File: config.mk
export PLATFORM = sky130hd
export DESIGN_NAME = oag_core
export DESIGN_NICKNAME = d
export VERILOG_FILES = /design/src/shared/oag_pkg.sv /design/src/rtl/oag_core.sv
export SDC_FILE = /design/constraint.sdc
export NUM_CORES = 1
export LEC_CHECK = 0
export CORE_AREA = 2 2 177 179
export DETAILED_ROUTE_END_ITERATION = 10
export DIE_AREA = 0 0 179 181
export DONT_BUFFER_PORTS = 1
export PLACE_DENSITY = 0.51
export SLEW_MARGIN = 20
export SYNTH_ARGS = -nofsm -noshare
export SYNTH_HDL_FRONTEND = slang
export SYNTH_SLANG_ARGS = --single-unit
File: constraint.sdc
create_clock -name CLK_SYS -period 3.89 [get_ports CLK_SYS]
set_input_delay 0.5835 -clock CLK_SYS [delete_from_list [all_inputs] [get_ports CLK_SYS]]
set_output_delay 0.5835 -clock CLK_SYS [all_outputs]
set_load 0.05 [all_outputs]
File: src/shared/oag_pkg.sv
/*
  oag_pkg: constants and carrier types for the operand address
  generator. Assumes a 20-bit address space and 16-bit memory words.
*/
package oag_pkg;

  localparam int unsigned ADDR_W = 20;
  localparam int unsigned WORD_W = 16;
  localparam int unsigned EXT_W = 4;

  // access sizes
  localparam logic [1:0] SZ_BYTE = 2'h0;
  localparam logic [1:0] SZ_WORD = 2'h1;
  localparam logic [1:0] SZ_ADDR = 2'h2;

  // autoincrement steps per size, and the fixed program counter step
  localparam logic [19:0] INC_BYTE = 20'h0_0001;
  localparam logic [19:0] INC_WORD = 20'h0_0002;
  localparam logic [19:0] INC_ADDR = 20'h0_0004;
  localparam logic [19:0] INC_PC = 20'h0_0002;
  // second word of an address-word operand
  localparam logic [19:0] HI_WORD_OFS = 20'h0_0002;
  localparam logic [19:0] ADDR_ZERO = 20'h0_0000;
  localparam logic [15:0] DATA_ZERO = 16'h0000;

  // operand addressing modes handled here
  localparam logic [1:0] AM_ABS = 2'h0;
  localparam logic [1:0] AM_IND = 2'h1;
  localparam logic [1:0] AM_AUTO = 2'h2;
  localparam logic [1:0] AM_IMM = 2'h3;

  typedef struct packed {
    logic ext;          // extended instruction (extension word present)
    logic [1:0] sz;     // SZ_*
    logic [1:0] src_am; // AM_* for source
    logic dst_abs;      // destination uses absolute mode
    logic cg;           // constant generator supplies the immediate
    logic [3:0] src_reg;
    logic [3:0] dst_reg;
    logic [3:0] src_ext; // upper source bits from extension word
    logic [3:0] dst_ext; // upper destination bits from extension word
    logic [19:0] cg_val;
  } oag_req_t;

  typedef struct packed {
    logic rd;
    logic wr;
    logic [19:0] addr;
    logic [15:0] wdata;
  } oag_mem_t;

  typedef struct packed {
    logic src_is_imm;
    logic [19:0] src_addr;
    logic [19:0] src_val;
    logic [19:0] dst_addr;
    logic [19:0] dst_base;
    logic [3:0] inc_reg;
    logic inc_we;
    logic [19:0] inc_val;
    logic [19:0] pc;
    logic [2:0] words;
  } oag_res_t;

endpackage

File: src/rtl/oag_core.sv
/*
  oag_core: operand address and immediate generation for a 20-bit CPU
  with base and extended double-operand instructions.
  Assumes decode presents one request at a time with a valid pulse,
  memory answers every read combinationally from MEM.addr with MEM_RDATA, and
  register file reads are combinational through REG_RADDR/REG_RDATA.
*/
`timescale 1ns/1ps
`default_nettype none

module oag_core
  import oag_pkg::*;
(
  // clock and reset
  input wire logic CLK_SYS,
  input wire logic RST_N,
  // request from decode
  input wire logic REQ_VALID,
  input wire oag_req_t REQ,
  input wire logic [19:0] PC_IN,
  output logic REQ_READY,
  // register file
  output logic [3:0] REG_RADDR,
  input wire logic [19:0] REG_RDATA,
  // memory
  output oag_mem_t MEM,
  input wire logic [15:0] MEM_RDATA,
  // result
  output logic RES_VALID,
  output oag_res_t RES
);

  typedef enum logic [4:0] {
    ST_IDLE = 5'b00001,
    ST_SRCW = 5'b00010,
    ST_SRCD = 5'b00100,
    ST_DSTW = 5'b01000,
    ST_DONE = 5'b10000
  } oag_st_t;

  oag_st_t st_r, st_nxt;
  oag_req_t req_r;
  logic [19:0] pc_r;
  logic [19:0] ptr_r;
  oag_res_t res_r;
  logic res_v_r;

  //////////////////////////////////////////////////////////////////////
  function automatic logic [19:0] step_of(input logic [1:0] sz);
    unique case (sz)
      SZ_BYTE: step_of = INC_BYTE;
      SZ_WORD: step_of = INC_WORD;
      default: step_of = INC_ADDR;
    endcase
  endfunction

  // upper extension bits joined to a fetched word, or zero-extended
  function automatic logic [19:0] join_ext(input logic ext,
                                           input logic [3:0] hi,
                                           input logic [15:0] lo);
    join_ext = ext ? {hi, lo} : {4'h0, lo};
  endfunction

  // byte data keeps 8 bits, other base data 16; extended address-word keeps 20
  function automatic logic [19:0] clip(input logic ext,
                                       input logic [1:0] sz,
                                       input logic [19:0] v);
    if (ext && sz == SZ_ADDR)
      clip = v;
    else if (sz == SZ_BYTE)
      clip = {12'h000, v[7:0]};
    else
      clip = {4'h0, v[15:0]};
  endfunction

  //////////////////////////////////////////////////////////////////////
  logic src_fetch;
  logic src_is_ptr;
  assign src_fetch = (req_r.src_am == AM_ABS) ||
                     (req_r.src_am == AM_IMM && !req_r.cg);
  assign src_is_ptr = (req_r.src_am == AM_IND) ||
                      (req_r.src_am == AM_AUTO);

  assign REQ_READY = (st_r == ST_IDLE);
  assign REG_RADDR = (st_r == ST_DONE) ? req_r.dst_reg : req_r.src_reg;

  always_comb
  begin
    st_nxt = st_r;
    unique case (st_r)
      ST_IDLE:
        if (REQ_VALID)
          st_nxt = ST_SRCW;
      ST_SRCW:
        st_nxt = src_fetch ? ST_SRCD : (req_r.dst_abs ? ST_DSTW : ST_DONE);
      ST_SRCD:
        st_nxt = req_r.dst_abs ? ST_DSTW : ST_DONE;
      ST_DSTW:
        st_nxt = ST_DONE;
      ST_DONE:
        st_nxt = ST_IDLE;
      default:
        st_nxt = ST_IDLE;
    endcase
  end

  always_ff @(posedge CLK_SYS or negedge RST_N)
  begin
    if (!RST_N)
      st_r <= ST_IDLE;
    else
      st_r <= st_nxt;
  end

  always_ff @(posedge CLK_SYS or negedge RST_N)
  begin
    if (!RST_N)
      req_r <= '0;
    else if (st_r == ST_IDLE && REQ_VALID)
      req_r <= REQ;
  end

  //////////////////////////////////////////////////////////////////////
  // program counter walks over following words; extension word is
  // already counted by fetch, so PC_IN points past the opcode
  always_ff @(posedge CLK_SYS or negedge RST_N)
  begin
    if (!RST_N)
      pc_r <= ADDR_ZERO;
    else if (st_r == ST_IDLE && REQ_VALID)
      pc_r <= PC_IN;
    else if ((st_r == ST_SRCW && src_fetch) || st_r == ST_DSTW)
      pc_r <= pc_r + INC_PC;
  end

  // memory read of the next following word
  always_ff @(posedge CLK_SYS or negedge RST_N)
  begin
    if (!RST_N)
      MEM <= '0;
    else
    begin
      MEM.wr <= 1'b0;
      MEM.wdata <= DATA_ZERO;
      MEM.rd <= (st_nxt == ST_SRCD) || (st_nxt == ST_DONE && st_r == ST_DSTW)
                || (st_nxt == ST_DSTW && st_r != ST_DSTW);
      MEM.addr <= pc_r;
      if (st_r == ST_SRCW && src_fetch)
        MEM.addr <= pc_r;
      else if (st_r == ST_SRCD || (st_r == ST_SRCW && !src_fetch))
        MEM.addr <= (st_r == ST_SRCD) ? pc_r : pc_r;
      if (st_nxt == ST_DONE)
        MEM.rd <= 1'b0;
    end
  end

  // pointer capture for indirect modes; the increment is formed in the result logic
  always_ff @(posedge CLK_SYS or negedge RST_N)
  begin
    if (!RST_N)
      ptr_r <= ADDR_ZERO;
    else if (st_r == ST_SRCW && src_is_ptr)
      ptr_r <= REG_RDATA;
  end

  //////////////////////////////////////////////////////////////////////
  logic [19:0] src_word;
  assign src_word = join_ext(req_r.ext, req_r.src_ext, MEM_RDATA);

  always_ff @(posedge CLK_SYS or negedge RST_N)
  begin
    if (!RST_N)
    begin
      res_r <= '0;
      res_v_r <= 1'b0;
    end
    else
    begin
      res_v_r <= (st_r == ST_DONE);
      if (st_r == ST_IDLE && REQ_VALID)
      begin
        res_r <= '0;
        // extension word present costs one more word
        res_r.words <= REQ.ext ? 3'd2 : 3'd1;
      end
      if (st_r == ST_SRCW && req_r.src_am == AM_IMM && req_r.cg)
      begin
        res_r.src_is_imm <= 1'b1;
        res_r.src_val <= clip(req_r.ext, req_r.sz, req_r.cg_val);
      end
      if (st_r == ST_SRCD)
      begin
        res_r.words <= res_r.words + 3'd1;
        if (req_r.src_am == AM_IMM)
        begin
          res_r.src_is_imm <= 1'b1;
          res_r.src_val <= clip(req_r.ext, req_r.sz, src_word);
        end
        else
          res_r.src_addr <= src_word;
      end
      if (st_r == ST_SRCW && src_is_ptr)
      begin
        res_r.src_addr <= REG_RDATA;
        if (req_r.src_am == AM_AUTO)
        begin
          res_r.inc_we <= 1'b1;
          res_r.inc_reg <= req_r.src_reg;
          res_r.inc_val <= REG_RDATA + step_of(req_r.sz);
        end
      end
      if (st_r == ST_DONE && st_r != ST_DSTW && req_r.dst_abs)
      begin
        res_r.words <= res_r.words + 3'd1;
        res_r.dst_addr <= join_ext(req_r.ext, req_r.dst_ext,
                                   MEM_RDATA);
      end
      if (st_r == ST_DONE)
      begin
        res_r.pc <= pc_r;
        // destination base register, already incremented when shared
        if (req_r.src_am == AM_AUTO && req_r.dst_reg == req_r.src_reg)
          res_r.dst_base <= ptr_r + step_of(req_r.sz);
        else
          res_r.dst_base <= REG_RDATA;
      end
    end
  end

  assign RES_VALID = res_v_r;
  // address-word operand spans addr and addr + HI_WORD_OFS, low first
  assign RES = res_r;

endmodule

`default_nettype wire

Word-level counts from Yosys, hierarchy flattened
Index checks and enable logic that the tools add are counted.
{"block": "word_totals", "register_bits": 239, "input_bits": 102, "word_cells": 105}
{"block": "classes", "addsub": 4, "eq_ne": 15, "mux": 36, "n_reduce_logical": 24}
{"cell": "20-bit two-way mux", "n": 18}
{"cell": "129-bit two-way mux", "n": 1}
{"cell": "25-bit two-way mux", "n": 2}
{"cell": "41-bit two-way mux", "n": 1}
{"cell": "20-bit adder", "n": 2}
{"cell": "16-bit two-way mux", "n": 2}
{"cell": "20-bit by 2-bit adder with 20-bit output (second input constant)", "n": 1}
{"cell": "5-bit case mux with 4 select lines", "n": 1}
{"cell": "5-bit two-way mux", "n": 3}
{"cell": "1-bit logical AND", "n": 12}
{"cell": "5-bit by 3-bit == test with 1-bit output (second input constant)", "n": 2}
{"cell": "5-bit by 4-bit == test with 1-bit output (second input constant)", "n": 2}
{"cell": "5-bit == test (second input constant)", "n": 2}
{"cell": "2-bit == test (second input constant)", "n": 3}
{"cell": "3-bit two-way mux", "n": 2}
{"cell": "3-bit case mux with 2 select lines", "n": 1}
{"cell": "2-bit nonzero test", "n": 3}
{"cell": "5-bit by 1-bit == test with 1-bit output (second input constant)", "n": 1}
{"cell": "5-bit by 2-bit == test with 1-bit output (second input constant)", "n": 1}
{"cell": "1-bit logical OR", "n": 5}
{"cell": "5-bit by 4-bit inequality test with 1-bit output (second input constant)", "n": 1}
{"cell": "2-bit by 1-bit == test with 1-bit output (second input constant)", "n": 2}
{"cell": "4-bit == test", "n": 1}
{"cell": "2-bit logical NOT", "n": 2}
{"cell": "other kinds (6)", "n": 8}

Longest topological paths before layout
{"block": "logic_depth", "depth_word": 10, "mapped_depth": 9}

Worst setup path before layout
No wires, ideal clock.
{"block": "synth_timing", "kind": "register to register", "start": "register req_r[41] (netlist name)", "end": "register res_r (netlist bit RES[64])", "arrival_time_ps": 2217, "required_time_ps": 3766, "slack_ps": 1548, "path_stages_with_launch": 10, "n_path_buf": 0, "synth_period_minus_slack_ps": 2342, "cell_sequence": "dfrtp_1 > nor2_1 > ha_1 > inv_1 > fa_1 > nor2b_1 > o2111ai_1 > o21a_1 > nor3_1 > o21ai_1"}
{"block": "synth_via", "elab_chain_len": 7, "elab_cells_between_ends": 8, "classes_between": "1 x add/sub; 1 x eq/ne; 5 x mux; 1 x reduce/logical"}
{"element": "from (decl)", "line_no": "oag_core.sv:42", "rtl": "oag_req_t req_r;"}
{"element": "from (signal assigned)", "line_no": "oag_core.sv:118", "rtl": "req_r <= '0;"}
{"element": "from (signal assigned)", "line_no": "oag_core.sv:120", "rtl": "req_r <= REQ;"}
{"element": "2-bit by 1-bit == test with 1-bit output or 2-bit logical NOT (tied branches)", "line_no": "oag_core.sv:50", "rtl": "unique case (sz)"}
{"element": "3-bit case mux with 2 select lines (*)", "line_no": "oag_core.sv:50"}
{"element": "20-bit two-way mux (*)", "line_no": "oag_core.sv:222", "rtl": "if (req_r.src_am == AM_AUTO && req_r.dst_reg == req_r.src_reg)"}
{"element": "20-bit two-way mux (*)", "line_no": "oag_core.sv:218", "rtl": "if (st_r == ST_DONE)"}
{"element": "20-bit adder (*)", "line_no": "oag_core.sv:223", "rtl": "res_r.dst_base <= ptr_r + step_of(req_r.sz);"}
{"element": "20-bit two-way mux (*)", "line_no": "oag_core.sv:222"}
{"element": "20-bit two-way mux (*)", "line_no": "oag_core.sv:218"}
{"element": "to (decl)", "line_no": "oag_core.sv:45", "rtl": "oag_res_t res_r;"}
Every way passes the cells marked *; elsewhere a longest branch is shown, timed or not. The select of a mux whose other input is x is not followed.
A chain may end at the register's enable or synchronous reset.

Worst setup path in the final report
{"block": "layout_timing", "start": "register st_r[1]", "end": "output REG_RADDR[1]"}
{"block": "layout_via", "elab_chain_len": 2}
{"element": "from (decl)", "line_no": "oag_core.sv:41", "rtl": "oag_st_t st_r, st_nxt;"}
{"element": "from (signal assigned)", "line_no": "oag_core.sv:112", "rtl": "st_r <= st_nxt;"}
{"element": "5-bit == test", "line_no": "oag_core.sv:85", "rtl": "assign REG_RADDR = (st_r == ST_DONE) ? req_r.dst_reg : req_r.src_reg;"}
{"element": "4-bit two-way mux", "line_no": "oag_core.sv:85"}
{"element": "to (decl)", "line_no": "oag_core.sv:23", "rtl": "output logic [3:0] REG_RADDR,"}
Every way passes these cells.

==> results.md <==
- Clk network pwr share: 27.2%
- CP startpoint: st_r[1]$_DFF_PN0_
- Wl on met1: 14,400 um
- Area of the multi-input gates: 4510 um2
- Crit path kind: flop to primary output
- Uppermost layer routed: met4
- Register area: 5980 um2
- Switching power: 4650 uW
- Switching part of the total power: 44.3%
- Final setup violation count: 0
- Worst hold-check path type: input pin to asynchronous set/reset pin
- Drt wl/cell: 21.1 um
- CTS root buf: clkbuf_16
- Core Area: 30,300 um2
- WP data required: 3.31 ns
- Placer Congestion: 0.767
- Seq cells post-synth: 239
- Worst skew pair latency: 0.55 ns
- Die ar.: 32,400 um2
- Routed wl met2: 13,300 um
- Starting DRT DRC Count: 503
- Final Power: 10,500 uW
- Max Root-Sink Buffers: 3
- Failing checks: negative hold slack
- Chip width: 179 um
- Crit path max-delay family: simple AND/OR/NAND/NOR gates
- Cell area after synthesis: 10,900 um2
- Share of flip-flops with an asynchronous set or reset: 100%
- Hpwl dp: 22,100 um
- Crit-path cells: nor4_1 -> nand2_1 -> inv_2 -> nand2_1 -> nand2_1
- Period utilisation layout: 75.6%
- Post-synthesis cell count: 1,113
- Yosys warnings: 0
- Clk pin slew, worst setup/hold paths: 0.06 ns
- Number of remaining DRC errors: 0
- Leakage: 0.00569 uW
- Finished Layout Cells: 1,508
- Drt total wl: 31,800 um
- TritonRoute pass-1 iters: 5
- Tmin final: 2.94 ns
- RSZ-0062 raised after global routing: no
- Int Power: 5830 uW
- Setup tns final: 0 ns
- Most common cell in the netlist: nand2_1
- Worst path max stage delay: 0.42 ns
- TritonCTS clock tree: done
- Top-area cell type share of the netlist area: 54.9%
- Initial antenna violation count: 1
- Layout cells sized above 1: 7.47%
- TritonCTS Buffers: 28
- Sequential share of power: 50.3%
- Slowest cell on the critical path: dfrtp_1
- Dpl cells: 1,455
- First-pass GRT wire length: 49,200 um
- Initial core utilization: 35.8%
- Htree depth: 1
- Row count: 64
- Met3 Wirelength: 3390 um
- P per Cell Area: 863 nW/um2
- Post-CTS setup repair buffer count: 0
- CP bufs+invs: 1
- Hold WS: -0.258 ns
- RR Startpoint: req_r[41]$_DFFE_PN0P_
- Crit path capture: REG_RADDR[1]
- Most common library cells after synthesis: 282 x nand2_1, 238 x dfrtp_1, 96 x o21ai_0
- Final slew viol count: 0
- Post-synth top area cell: dfrtp_1
- Crit path DAT: 2.36 ns
- Slew @ Worst Pin: 0.947 ns
- Number of global-route vias before repair: 7,938
- Register area share after synthesis: 55.1%
- Number of routed nets with antenna violations: 0
- Crit start category: flop
- # nets final: 1,205
- GRT Total Usage: 19.4%
- Status: finished, violations left
- Crit-path max FO: 21
- Maximum VDD drop: 369 uV
- Largest net degree at the start of global routing: 240
- Reg-to-Reg End: RES[66]$_DFFE_PN0P_
- Most area-consuming cells after synthesis: dfrtp_1 55%, nand2_1 9.8%, o21ai_0 4.4%
- CP most frequent cell: nand2_1
- Hold violation total from the final report: 239
- Most used DFF post-synth: dfrtp_1
- Nature of the critical path endpoint: primary output
- Gr ovfl total: 0
- CTS Sinks: 239
- R2R cell count: 9
- R2R setup slack: 1.13 ns
- Vias: 8,042
- F_max: 340 MHz
- I/O pin count: 275
- Chip Height: 181 um
- PortBufs: 0
- Post-synth EDFFs: 0
- Area grow syn2layout: 11.9%
- Fillers: 2,975
- CTS resizes: 0
- Netlist cell types: 63
- Final Skew: 0.0222 ns
- Number of stages on the worst setup path: 5
- Combinational share of power: 22.6%
- Slew HR: 36.9%
- Max-cap violations: 0
- Drt via density: 5.33
- Syn Area/Cell: 9.75 um2
## how the worst min path moves through the flow
stage                       endpoint  cells after the start  slack (ns)   from
4_1_cts          RES[84]$_DFFE_PN0P_                      0       -0.28  RST_N
3_3_place_gp     RES[84]$_DFFE_PN0P_                      0        0.30  RST_N
2_1_floorplan      MEM[16]$_DFF_PN0_                      0        0.29  RST_N
5_1_grt        req_r[20]$_DFFE_PN0P_                      0       -0.28  RST_N
3_5_place_dp     RES[84]$_DFFE_PN0P_                      0        0.30  RST_N
6_report         RES[84]$_DFFE_PN0P_                      0       -0.26  RST_N
## routing by layer
| layer | global-route usage [%] | vias up |
|---|---|---|
| met1 | 28.4 | 3926 |
| met2 | 27.3 | 302 |
| met3 | 6.90 | 38 |
| met5 | 0 | - |
| li1 | - | 3776 |
| met4 | 4.55 | 0 |
## sequential cells by signal, indices dropped and copies added, names as in the netlist
name	count
MEM	21
req_r	43
st_r	5
RES_VALID	1
RES	129
ptr_r	20
pc_r	20
## metrics by stage
step	util, %	area [um2]	hold slack [ns]	setup WS, ns
global route	40.0	12100	-0.279	0.723
floorplan	-	10900	0.288	1.55
detailed placement	36.6	11100	0.302	1.15
CTS	39.9	12100	-0.281	0.918
global placement	36.6	11100	0.303	1.23
finish	40.0	12100	-0.258	0.948
## placed cells by master, fill, tap and decap left out, drive strengths merged, types with 6 or more instances in the layout
master,n
nor2,43
ha,11
dfrtp,238
and3,29
conb,17
nand3,51
a22o,38
inv,17
a21o,20
buf,10
and4,6
a211oi,11
mux2i,7
xnor2,37
nor3,19
a31oi,19
nand4,7
xor2,9
a32oi,6
o21ai,102
nand2,282
a21oi,26
clkbuf,38
and2,7
## power groups by stage
stage / clock network, uW / logic [uW] / registers (uW)
2_1_floorplan: 0 / 1900 / 5030
3_3_place_gp: 0 / 2330 / 5310
3_5_place_dp: 0 / 2360 / 5320
4_1_cts: 2920 / 2370 / 5280
5_1_grt: 3020 / 2680 / 5390
6_report: 2850 / 2360 / 5270
## cells by family after synthesis
kind of cell / count (synthesis) / share of synthesized area [%]
simple gates: 466 / 19.5
compound gates: 248 / 15.3
flops: 239 / 55.1
buf+inv: 93 / 4.09
xor+xnor: 46 / 3.71
fa+ha+maj: 13 / 1.64
mux: 7 / 0.646
other cells: 1 / 0.0346
## cell type report
type	instances	area share (%)
clock buffers	38	6.58
multi-input cells	797	37.1
diodes	1	0.0206
flip-flops and latches	239	49.2
clock inverters	13	1.68
well taps	396	4.08
repair buffers	10	0.824
inverters	14	0.433
(Power assumes the default switching activity.)
